`src/shared/fsq_pkg.sv`:
```
package fsq_pkg;
    // Register byte offsets, one aligned word each
    localparam int          ADDR_W          = 8;
    localparam logic [7:0]  OFS_DF_ACCESS   = 8'h00;
    localparam logic [7:0]  OFS_AREA_SELECT = 8'h04;
    localparam logic [7:0]  OFS_MAIN_SEQ    = 8'h08;
    localparam logic [7:0]  OFS_EXTRA_SEQ   = 8'h0C;
    localparam logic [7:0]  OFS_PROT_KEY    = 8'h10;
    localparam logic [7:0]  OFS_PROT_STATUS = 8'h14;
    localparam logic [7:0]  OFS_PROG_MODE   = 8'h18;
    localparam logic [7:0]  OFS_STATUS_HIGH = 8'h1C;
    localparam logic [7:0]  OFS_STATUS_LOW  = 8'h20;
    localparam logic [7:0]  OFS_IRQ_STATUS  = 8'h24;
    localparam logic [7:0]  OFS_IRQ_MASK    = 8'h28;

    // Field positions
    localparam int          DF_ENABLE_BIT   = 0;
    localparam int          SEQ_START_BIT   = 7;
    localparam int          SEQ_STOP_BIT    = 6;
    localparam int          EXTRA_DONE_BIT  = 7;
    localparam int          MAIN_DONE_BIT   = 6;
    localparam int          ERR_EXTRA_BIT   = 5;
    localparam int          ERR_MAIN_BIT    = 4;
    localparam int          ERR_BLANK_BIT   = 3;
    localparam int          ERR_VERIFY_BIT  = 2;
    localparam int          ERR_WRITE_BIT   = 1;
    localparam int          ERR_ERASE_BIT   = 0;
    localparam int          PROT_ERR_BIT    = 0;
    localparam int          IRQ_MAIN_BIT    = 0;
    localparam int          IRQ_EXTRA_BIT   = 1;
    localparam int          IRQ_PROT_BIT    = 2;
    localparam int          IRQ_W           = 3;

    // Register values
    localparam logic [7:0]  AREA_USER       = 8'h00;
    localparam logic [7:0]  AREA_EXTRA      = 8'h01;
    localparam logic [7:0]  SEQ_CLEAR       = 8'h00;
    localparam logic [7:0]  CMD_WRITE       = 8'h81;
    localparam logic [7:0]  CMD_VERIFY_CF   = 8'h82;
    localparam logic [7:0]  CMD_VERIFY_DF   = 8'h8A;
    localparam logic [7:0]  CMD_BLANK_CF    = 8'h83;
    localparam logic [7:0]  CMD_BLANK_DF    = 8'h8B;
    localparam logic [7:0]  CMD_ERASE       = 8'h84;
    localparam logic [7:0]  XCMD_SECURITY   = 8'h81;
    localparam logic [7:0]  XCMD_SHIELD     = 8'h82;
    localparam logic [7:0]  PROT_KEY_VALUE  = 8'hA5;
    localparam logic [7:0]  MODE_NONPROG    = 8'h08;
    localparam logic [7:0]  MODE_CF_PROG    = 8'h82;
    localparam logic [7:0]  MODE_DF_PROG    = 8'h10;
    localparam logic [7:0]  MODE_STEP_1     = 8'h12;
    localparam logic [7:0]  MODE_STEP_2     = 8'h92;
    localparam logic [7:0]  MODE_STEP_1_INV = 8'hED;
    localparam logic [7:0]  MODE_STEP_2_INV = 8'h6D;
    localparam logic [31:0] WORD_ZERO       = 32'h0000_0000;

    typedef enum logic [1:0] {SEQ_IDLE, SEQ_BUSY, SEQ_DONE} fsq_seq_t;
    typedef enum logic [1:0] {PROT_OFF, PROT_FIRST, PROT_INVERSE, PROT_REPEAT} fsq_prot_t;
endpackage : fsq_pkg

```
`src/hw/fsq_ctrl.sv`:
```
// Operation
// Data flash reads pass only when enabled
// Area select 0x00 user, 0x01 extra
// Main start bit launches selected command
// Main accepts 0x81 write, 0x84 erase
// Main decodes verify and blank check commands
// Writing 0x00 clears main sequencer settings
// Stop bit aborts running main operation
// Extra start bit launches selected command
// Extra decodes shield window, security; 0x00 clears
// Key 0xA5 opens protected write sequence
// Broken protected sequence sets protect error
// Mode values 0x08, 0x82, 0x10
// Mode transitions use 0x12, 0x92 and inverses
// Extra done set on completion, cleared with start
// Main done set on completion, cleared with start
// Completion errors reported in low status byte
// Software waits for done, then clears start
module fsq_ctrl
    import fsq_pkg::*;
(
    input  wire logic              hclk,            // Bus clock
    input  wire logic              hresetn,         // Async reset, low active
    input  wire logic              hsel,            // Slave select
    input  wire logic [ADDR_W-1:0] haddr,           // Byte address
    input  wire logic [1:0]        htrans,          // Transfer type
    input  wire logic              hwrite,          // Write when high
    input  wire logic [2:0]        hsize,           // Transfer size, word only
    input  wire logic              hready,          // Bus ready
    input  wire logic [31:0]       hwdata,          // Write data
    output logic [31:0]            hrdata,          // Read data
    output logic                   hreadyout,       // Slave ready
    output logic                   hresp,           // Always OKAY
    output logic                   irq,             // Level interrupt
    input  wire logic              df_read_req,     // Data flash read request
    output logic                   df_read_grant,   // Data flash read allowed
    output logic                   area_extra,      // Extra area targeted
    output logic [7:0]             flash_mode,      // Programming mode value
    output logic                   main_op_start,   // Main operation launch pulse
    output logic [3:0]             main_op_cmd,     // Main command, bit 3 data flash
    output logic                   main_op_abort,   // Main forced stop pulse
    input  wire logic              main_op_done,    // Main operation finished
    input  wire logic              main_op_fail,    // Main operation failed, with done
    output logic                   extra_op_start,  // Extra operation launch pulse
    output logic [2:0]             extra_op_cmd,    // Extra command
    input  wire logic              extra_op_done,   // Extra operation finished
    input  wire logic              extra_op_fail    // Extra operation failed, with done
);

    typedef struct packed {
        logic              dp_sel;
        logic              dp_write;
        logic              dp_wait;
        logic [ADDR_W-1:0] dp_addr;
        logic [31:0]       rdata;
        logic              df_enable;
        logic [7:0]        area;
        logic [7:0]        main_ctrl;
        logic [7:0]        extra_ctrl;
        fsq_seq_t          main_state;
        fsq_seq_t          extra_state;
        logic [7:0]        mode;
        fsq_prot_t         prot_step;
        logic [7:0]        prot_val;
        logic              prot_error;
        logic              main_done;
        logic              extra_done;
        logic [5:0]        err;
        logic [IRQ_W-1:0]  irq_status;
        logic [IRQ_W-1:0]  irq_mask;
        logic              main_start;
        logic              main_abort;
        logic              extra_start;
    } fsq_state_t;

    fsq_state_t s;
    fsq_state_t n;

    function automatic logic main_cmd_valid(input logic [7:0] v);
        return v == CMD_WRITE || v == CMD_ERASE || v == CMD_VERIFY_CF || v == CMD_VERIFY_DF ||
               v == CMD_BLANK_CF || v == CMD_BLANK_DF;
    endfunction : main_cmd_valid

    function automatic int main_err_bit(input logic [7:0] v);
        case (v)
            CMD_WRITE:                    return ERR_WRITE_BIT;
            CMD_VERIFY_CF, CMD_VERIFY_DF: return ERR_VERIFY_BIT;
            CMD_BLANK_CF, CMD_BLANK_DF:   return ERR_BLANK_BIT;
            default:                      return ERR_ERASE_BIT;
        endcase
    endfunction : main_err_bit

    logic       wr;
    logic [7:0] wd;
    logic       rd_capture;
    logic       prot_fault;
    logic       ev_main;
    logic       ev_extra;
    logic [7:0] status_low;

    always_comb begin
        wr         = s.dp_sel && s.dp_write;
        wd         = hwdata[7:0];
        rd_capture = s.dp_sel && !s.dp_write && !s.dp_wait;
        status_low = {2'b00, s.err};
    end

    always_comb begin
        n             = s;
        n.main_start  = 1'b0;
        n.main_abort  = 1'b0;
        n.extra_start = 1'b0;
        prot_fault    = 1'b0;
        ev_main       = 1'b0;
        ev_extra      = 1'b0;

        // Reads take one wait state so a write just before is already visible
        if (rd_capture) begin
            n.dp_wait = 1'b1;
            case (s.dp_addr)
                OFS_DF_ACCESS:   n.rdata = {31'd0, s.df_enable};
                OFS_AREA_SELECT: n.rdata = {24'd0, s.area};
                OFS_MAIN_SEQ:    n.rdata = {24'd0, s.main_ctrl};
                OFS_EXTRA_SEQ:   n.rdata = {24'd0, s.extra_ctrl};
                OFS_PROT_STATUS: n.rdata = {31'd0, s.prot_error};
                OFS_PROG_MODE:   n.rdata = {24'd0, s.mode};
                OFS_STATUS_HIGH: n.rdata = {24'd0, s.extra_done, s.main_done, 6'd0};
                OFS_STATUS_LOW:  n.rdata = {24'd0, status_low};
                OFS_IRQ_STATUS:  n.rdata = {29'd0, s.irq_status};
                OFS_IRQ_MASK:    n.rdata = {29'd0, s.irq_mask};
                default:         n.rdata = WORD_ZERO;
            endcase
            if (s.dp_addr == OFS_IRQ_STATUS) begin
                n.irq_status = '0;
            end
        end
        if (s.dp_sel && (s.dp_write || s.dp_wait)) begin
            n.dp_sel  = 1'b0;
            n.dp_wait = 1'b0;
        end

        if (wr) begin
            case (s.dp_addr)
                OFS_DF_ACCESS:   n.df_enable = wd[DF_ENABLE_BIT];
                OFS_AREA_SELECT: n.area      = wd;
                OFS_IRQ_MASK:    n.irq_mask  = wd[IRQ_W-1:0];
                default:         n.area      = n.area;
            endcase
        end

        // Protected sequence: key, value, inverse, value again
        if (wr && s.dp_addr == OFS_PROT_KEY) begin
            if (wd == PROT_KEY_VALUE) begin
                n.prot_step  = PROT_FIRST;
                n.prot_error = 1'b0;
            end else begin
                prot_fault  = 1'b1;
                n.prot_step = PROT_OFF;
            end
        end else if (wr && s.dp_addr == OFS_PROG_MODE) begin
            case (s.prot_step)
                PROT_FIRST: begin
                    n.prot_val  = wd;
                    n.prot_step = PROT_INVERSE;
                end
                PROT_INVERSE: begin
                    if (wd == ~s.prot_val) begin
                        n.prot_step = PROT_REPEAT;
                    end else begin
                        prot_fault  = 1'b1;
                        n.prot_step = PROT_OFF;
                    end
                end
                PROT_REPEAT: begin
                    if (wd == s.prot_val) begin
                        n.mode = wd;
                    end else begin
                        prot_fault = 1'b1;
                    end
                    n.prot_step = PROT_OFF;
                end
                default: prot_fault = 1'b1;
            endcase
        end else if (wr && s.prot_step != PROT_OFF) begin
            prot_fault  = 1'b1;
            n.prot_step = PROT_OFF;
        end
        if (prot_fault) begin
            n.prot_error = 1'b1;
        end

        case (s.main_state)
            SEQ_IDLE: begin
                if (wr && s.dp_addr == OFS_MAIN_SEQ) begin
                    n.main_ctrl = wd;
                    if (wd[SEQ_START_BIT]) begin
                        if (main_cmd_valid(wd) && s.mode != MODE_NONPROG) begin
                            n.main_start = 1'b1;
                            n.main_state = SEQ_BUSY;
                        end else begin
                            // Unknown command or wrong mode ends at once with an error
                            n.err[ERR_MAIN_BIT] = 1'b1;
                            n.main_done         = 1'b1;
                            ev_main             = 1'b1;
                            n.main_state        = SEQ_DONE;
                        end
                    end
                end
            end
            SEQ_BUSY: begin
                if (wr && s.dp_addr == OFS_MAIN_SEQ && wd[SEQ_STOP_BIT]) begin
                    n.main_abort        = 1'b1;
                    n.main_ctrl[SEQ_STOP_BIT] = 1'b1;
                    n.err[ERR_MAIN_BIT] = 1'b1;
                    n.main_done         = 1'b1;
                    ev_main             = 1'b1;
                    n.main_state        = SEQ_DONE;
                end else if (main_op_done) begin
                    if (main_op_fail) begin
                        n.err[main_err_bit(s.main_ctrl)] = 1'b1;
                    end
                    n.main_done  = 1'b1;
                    ev_main      = 1'b1;
                    n.main_state = SEQ_DONE;
                end
            end
            SEQ_DONE: begin
                if (wr && s.dp_addr == OFS_MAIN_SEQ) begin
                    n.main_ctrl = wd;
                    if (!wd[SEQ_START_BIT]) begin
                        n.main_done = 1'b0;
                        n.err[ERR_MAIN_BIT:ERR_ERASE_BIT] = '0;
                        n.main_state = SEQ_IDLE;
                    end
                end
            end
            default: n.main_state = SEQ_IDLE;
        endcase

        case (s.extra_state)
            SEQ_IDLE: begin
                if (wr && s.dp_addr == OFS_EXTRA_SEQ) begin
                    n.extra_ctrl = wd;
                    if (wd[SEQ_START_BIT]) begin
                        if (wd == XCMD_SHIELD || wd == XCMD_SECURITY) begin
                            n.extra_start = 1'b1;
                            n.extra_state = SEQ_BUSY;
                        end else begin
                            n.err[ERR_EXTRA_BIT] = 1'b1;
                            n.extra_done         = 1'b1;
                            ev_extra             = 1'b1;
                            n.extra_state        = SEQ_DONE;
                        end
                    end
                end
            end
            SEQ_BUSY: begin
                if (extra_op_done) begin
                    if (extra_op_fail) begin
                        n.err[ERR_EXTRA_BIT] = 1'b1;
                    end
                    n.extra_done  = 1'b1;
                    ev_extra      = 1'b1;
                    n.extra_state = SEQ_DONE;
                end
            end
            SEQ_DONE: begin
                if (wr && s.dp_addr == OFS_EXTRA_SEQ) begin
                    n.extra_ctrl = wd;
                    if (!wd[SEQ_START_BIT]) begin
                        n.extra_done         = 1'b0;
                        n.err[ERR_EXTRA_BIT] = 1'b0;
                        n.extra_state        = SEQ_IDLE;
                    end
                end
            end
            default: n.extra_state = SEQ_IDLE;
        endcase

        // Events after the read clear so a same-cycle set wins
        if (ev_main) begin
            n.irq_status[IRQ_MAIN_BIT] = 1'b1;
        end
        if (ev_extra) begin
            n.irq_status[IRQ_EXTRA_BIT] = 1'b1;
        end
        if (prot_fault) begin
            n.irq_status[IRQ_PROT_BIT] = 1'b1;
        end

        // Address phase
        if (hsel && hready && htrans[1]) begin
            n.dp_sel   = 1'b1;
            n.dp_write = hwrite;
            n.dp_wait  = 1'b0;
            n.dp_addr  = {haddr[ADDR_W-1:2], 2'b00};
        end
    end

    always_ff @(posedge hclk or negedge hresetn) begin
        if (!hresetn) begin
            s             <= '0;
            s.main_state  <= SEQ_IDLE;
            s.extra_state <= SEQ_IDLE;
            s.prot_step   <= PROT_OFF;
            s.mode        <= MODE_NONPROG;
            s.area        <= AREA_USER;
        end else begin
            s <= n;
        end
    end

    always_comb begin
        hrdata         = s.rdata;
        hreadyout      = !rd_capture;
        hresp          = 1'b0;
        irq            = |(s.irq_status & s.irq_mask);
        df_read_grant  = df_read_req && s.df_enable;
        area_extra     = s.area == AREA_EXTRA;
        flash_mode     = s.mode;
        main_op_start  = s.main_start;
        main_op_cmd    = s.main_ctrl[3:0];
        main_op_abort  = s.main_abort;
        extra_op_start = s.extra_start;
        extra_op_cmd   = s.extra_ctrl[2:0];
    end

endmodule : fsq_ctrl

```
`config.mk`:
```
export PLATFORM = sky130hd
export DESIGN_NAME = fsq_ctrl
export DESIGN_NICKNAME = d
export VERILOG_FILES = /design/src/shared/fsq_pkg.sv /design/src/hw/fsq_ctrl.sv
export SDC_FILE = /design/constraint.sdc
export NUM_CORES = 1
export LEC_CHECK = 0
export BUFFER_PORTS_ARGS = -buffer_cell sky130_fd_sc_hd__clkbuf_2
export CORE_ASPECT_RATIO = 1.4
export CORE_MARGIN = 4
export CORE_UTILIZATION = 45
export CTS_CLUSTER_DIAMETER = 30
export DETAILED_ROUTE_END_ITERATION = 10
export GPL_TIMING_DRIVEN = 0
export PLACE_DENSITY = 0.73
export SLEW_MARGIN = 5
export SYNTH_ARGS = -nofsm -noshare
export SYNTH_HDL_FRONTEND = slang
export SYNTH_SLANG_ARGS = --single-unit
```
`constraint.sdc`:
```
create_clock -name hclk -period 2.7 [get_ports hclk]
set_clock_uncertainty 0.05 [all_clocks]
set_input_delay 0.135 -clock hclk [delete_from_list [all_inputs] [get_ports hclk]]
set_output_delay 0.135 -clock hclk [all_outputs]
set_load 0.005 [all_outputs]
```
==> Word level (Yosys, flattened, before mapping) <==
Index checks and enable logic that the tools add are counted.
{ "word_totals": {"reg_bits": 106, "out_inout_bits": 55, "in_bits": 55, "word_cells": 252} }
{ "op_classes": {"n_eq_ne": 52, "bitwise_logic": 4, "n_lt_le_gt_ge": 2, "reduce_logical": 68, "muxes": 97} }
{ "op_table": {"columns": ["operator", "count"], "rows": [
  ["two-way mux 32 bit", 4],
  ["equality test 8 bit, second input constant", 12],
  ["one-hot mux 8 bit (10 select lines)", 1],
  ["two-way mux 1 bit", 48],
  ["two-way mux 2 bit", 22],
  ["greater-or-equal comparator 32 x 1 -> 1 bit, second input constant", 1],
  ["less-than comparator 32 x 5 -> 1 bit, second input constant", 1],
  ["!= test 2 bit, second input constant", 15],
  ["one-hot mux 2 bit (3 select lines)", 5],
  ["equality test 6 x 3 -> 1 bit, second input constant", 4],
  ["nonzero test 2 bit", 12],
  ["AND reduction 2 bit", 10],
  ["equality test 6 x 4 -> 1 bit, second input constant", 3],
  ["equality test 8 bit", 2],
  ["logical AND 1 bit", 15],
  ["AND reduction 7 bit", 2],
  ["equality test 6 x 2 -> 1 bit, second input constant", 2],
  ["two-way mux 6 bit", 2],
  ["nonzero test 3 bit", 4],
  ["two-way mux 11 bit", 1],
  ["two-way mux 5 bit", 2],
  ["AND reduction 5 bit", 2],
  ["one-hot mux 1 bit (3 select lines)", 3],
  ["equality test 2 bit, second input constant", 4],
  ["other kinds (27)", 46]
]} }

==> Logic depth before layout (Yosys ltp) <==
{ "logic_depth": {"word_depth": 20, "depth_mapped": 7, "ltp_nobuf": 7} }

==> Least setup slack after synthesis <==
Ideal clock, no wire load.
{ "synth_timing": {"path_type": "reg2reg", "from": "register s[102] (netlist bit)", "to": "register s[11] (netlist bit)", "synth_period_minus_slack_ps": 2130, "stages_incl_launch_ff": 7, "setup_ps": 122, "required_time_ps": 2528, "setup_slack_ps": 570, "arrival_time_ps": 1959, "n_path_buf": 1, "path_cell_list": "dfrtp_1 or4_4 buf_6 or4_4 and4_1 a21oi_1 nor2_1"} }
{ "synth_via": {"elab_chain_cells": 5, "elab_cells_between_ends": 6, "classes_between": "3 x eq/ne; 3 x reduce/logical"} }
{ "synth_rtl": {"columns": ["element", "line_no", "rtl"], "rows": [
  ["start: declaration", "fsq_ctrl.sv:76", "fsq_state_t s;"],
  ["start signal: assignment", "fsq_ctrl.sv:309", "s <= n;"],
  ["equality test 6 x 2 -> 1 bit *", "fsq_ctrl.sv:211, fsq_ctrl.sv:228", null],
  ["logical AND 1 bit *", "fsq_ctrl.sv:211, fsq_ctrl.sv:228", null],
  ["logical AND 1 bit", "fsq_ctrl.sv:211", "if (wr && s.dp_addr == OFS_MAIN_SEQ && wd[SEQ_STOP_BIT]) begin"],
  ["!= test 2 bit (no source line)", null, null],
  ["AND reduction 6 bit (no source line) *", null, null]
]} }
Mark *: on every way between the ends. The rest lies on a longest branch, timed or not.
A chain may end at the register's enable or synchronous reset.

==> Final worst setup path <==
{ "layout_timing": {"from": "register s[99] (netlist bit)", "to": "register s[60] (netlist bit)"} }
{ "layout_via": {"elab_chain_cells": 2} }
{ "layout_rtl": {"columns": ["element", "line_no", "rtl"], "rows": [
  ["equality test 6 x 1 -> 1 bit", "fsq_ctrl.sv:143", "case (s.dp_addr)"],
  ["AND reduction 2 bit (no source line)", null, null]
]} }
Every way passes these cells.

==> metrics.txt <==
Design Power 0.00368 W; layout cells sized above 1 37.4%; Synth cell types 64; fin crit share 96.9%; register area 2050 sq um; worst-skew pair later-pin latency 340 ps; PD cells 661 nW/um^2; # fillers 873; Worst Setup End Kind register; R2R Path End s[60]; Clk pwr share 42.3%; FFs w/ async S/R, synth 100%; CTS buffer count 9; global-route usage over all layers 19.9%; num rows 43; Synth Flop Type dfrtp_1; commonest non-fill, non-tap cell in the layout dfrtp_1; WP data arrival 2790 ps; Fin. Hold Viols 0; Synth Cell Area 4550 sq um; CORE AREA 9900 sq um; GP Congestion 0.909; initial antenna violation count 0; Sw Ratio 25.8%; IO Count 110; Clock Path Buffers 2; Slew Limit Fails 0; vias in the first global route 3423; first-pass GRT wire length 18.1 mm; largest net degree at the start of global routing 48; max cap viols 0; RSZ-0062 raised after global routing false; Hold Crit Depth 3; WS Path Type register to register; Die H 127 um; Worst VDD drop 0.000364 V; clock slew at reported path FFs 60 ps; most frequent cells in the layout dfrtp_1, mux2_2, clkbuf_2, buf_4, conb_1; internal power component 0.00273 W; critical-path cell list clkbuf_1 -> nor2b_1 -> nor3b_2 -> mux2_2; Setup-failing EPs final 0; Worst path max stage delay 680 ps; Worst-Margin Slew 1160 ps; Syn-to-layout area delta 22.3%; DRC Markers 0; Worst R2R Setup Slack 80 ps; Die Footprint 11800 sq um; non-filler cells, final 656; CP max-delay cell nor3b_2; mean routed wirelength per cell 17.4 um; initial core utilization 46.0%; Chip Width 93.0 um; Combinational Power Share 17.5%; Worst path depth 4; min cycle time layout 2620 ps; DR vias/cell 5.41; post-detail-place hpwl 8.49 mm; max_slew headroom 22.2%; TritonCTS clock tree built; via count 3550; status completed; sequential fraction of the synthesis area 45.1%; Critical Path Start Type register; Reg2Reg Depth 4; CTS root buf clkbuf_16; CP Capture Point s[60]; CTS H-tree lvls 3; post-route ant nets 0; worst flop-to-flop path startpoint s[99]; number of synthesized register bits 82; drt pass-1 iters 5; gr ovfl total 0; Worst Path Buf+Inv 1; fmax 382 MHz; placed cells 632; layout net count 575; final instance area 5570 sq um; Final Hold Slack 50.7 ps; PortBufs 52; post-route setup TNS 0 ps; Switch Pwr 0.000949 W; Iter 0 DRT Violations 278; CTS sink cnt 82; Ys Warns 0; Post-synth EDFFs 0; Post-DP Area 5100 sq um; Sequential Power Share 40.2%; Post-Syn Area per Cell 10.8 sq um; P_leak 2.71 nW; Mapped Cells 420; Top delay family on crit path simple AND/OR/NAND/NOR gates; Hold WC Path Type primary input to register; CP required 2870 ps; Multi-input gate area 2080 sq um; Antenna Cells 0; CP startpoint s[99]; DRT Wirelength 11.4 mm; crit-path max FO 10
-- state kept, by name, summed over array words and instances, names as in the netlist --
register	flops
extra_op_cmd	3
flash_mode	8
hrdata	8
main_op_start	1
main_op_cmd	4
extra_op_start	1
s	56
main_op_abort	1
-- Yosys cell counts, types with 2 or more instances --
cell type | number | area [sq um]
and3_1 | 4 | 25.0
ha_1 | 4 | 50.1
and2_1 | 2 | 12.5
buf_2 | 5 | 25.0
nor4b_1 | 2 | 17.5
buf_4 | 49 | 368
nand2_1 | 21 | 78.8
mux2_2 | 54 | 608
nand3_1 | 5 | 25.0
a221o_1 | 5 | 50.1
or3b_2 | 2 | 17.5
o21ai_0 | 15 | 75.1
nor2b_1 | 4 | 25.0
o21a_1 | 2 | 15.0
nor4_1 | 9 | 56.3
o22a_1 | 2 | 17.5
a22oi_1 | 9 | 67.6
a31oi_1 | 6 | 37.5
or4_4 | 3 | 33.8
inv_1 | 13 | 48.8
nor2_1 | 23 | 86.3
nor4_4 | 2 | 42.5
clkbuf_1 | 12 | 45.0
xnor2_1 | 10 | 87.6
o221ai_1 | 2 | 17.5
dfrtp_1 | 81 | 2030
a21o_1 | 3 | 22.5
a22o_1 | 7 | 61.3
nand4_1 | 4 | 25.0
a21oi_1 | 12 | 60.1
mux2i_1 | 5 | 50.1
nor3_1 | 6 | 30.0
nand2b_1 | 6 | 37.5
-- power groups by stage --
| stage | Sequential [W] | Combinational, W | Clock [W] |
|---|---|---|---|
| detailed placement | 0.00150 | 0.000627 | 0 |
| finish | 0.00148 | 0.000644 | 0.00156 |
| global placement | 0.00149 | 0.000608 | 0 |
| floorplan | 0.00145 | 0.000442 | 0 |
| global route | 0.00149 | 0.000707 | 0.00163 |
| CTS | 0.00147 | 0.000641 | 0.00158 |
-- cell type report --
| type | count | area share, % |
|---|---|---|
| Sequential cell | 82 | 36.9 |
| Timing Repair Buffer | 61 | 6.65 |
| Clock buffer | 12 | 4.79 |
| Inverter | 13 | 0.877 |
| Multi-Input combinational cell | 281 | 37.5 |
| Buffer | 68 | 8.14 |
| Tap cell | 135 | 3.04 |
| Clock inverter | 4 | 2.16 |
-- cells by family (layout without fill, tap and decap cells) --
logic type	after synthesis	count (layout)	synth area share, %
muxes	59	59	14.5
other	1	25	0.0824
xor gates and xnor gates	11	11	2.12
and+or+nand+nor	108	108	14.5
DFF	82	82	45.1
buffers and inverters	81	158	11.0
adders and majority gates	4	4	1.10
AOI/OAI and AO/OA	74	74	11.5
-- what timing repair did --
action,4_1_cts,5_1_grt
hold buffers,8,0
resized for setup,0,0
endpoints found under the hold margin,41,0
setup buffers,0,0
setup endpoints to repair,0,0
-- worst min-delay path by stage --
stage                         start               to
after floorplan             hresetn  extra_op_cmd[0]
after global placement     haddr[5]           s[102]
after detailed placement    hresetn        hrdata[2]
after CTS                 hwdata[2]   extra_op_start
after global routing      hwdata[2]   extra_op_start
final                     hwdata[2]   extra_op_start
-- per-layer routing --
metal,GRT usage (%),vias up,wire length (um)
li1,-,1641,-
met1,24.5,1741,4620
met2,33.8,146,5890
met3,4.30,22,621
met4,7.85,0,298
met5,0,-,0
-- worst reg2reg max path: stages (launching register included) --
cell and delay, ps:
dfrtp_1 400, clkbuf_1 410, nor2b_1 540, nor3b_2 680
mux2_2 410
-- metrics by stage --
stage	worst slack, ps	utilization, %
global placement	191	51.2
detailed placement	203	51.5
global route	6.65	56.2
finish	83.1	56.2
floorplan	570	-
CTS	158	56.2
(Power assumes the default switching activity.)
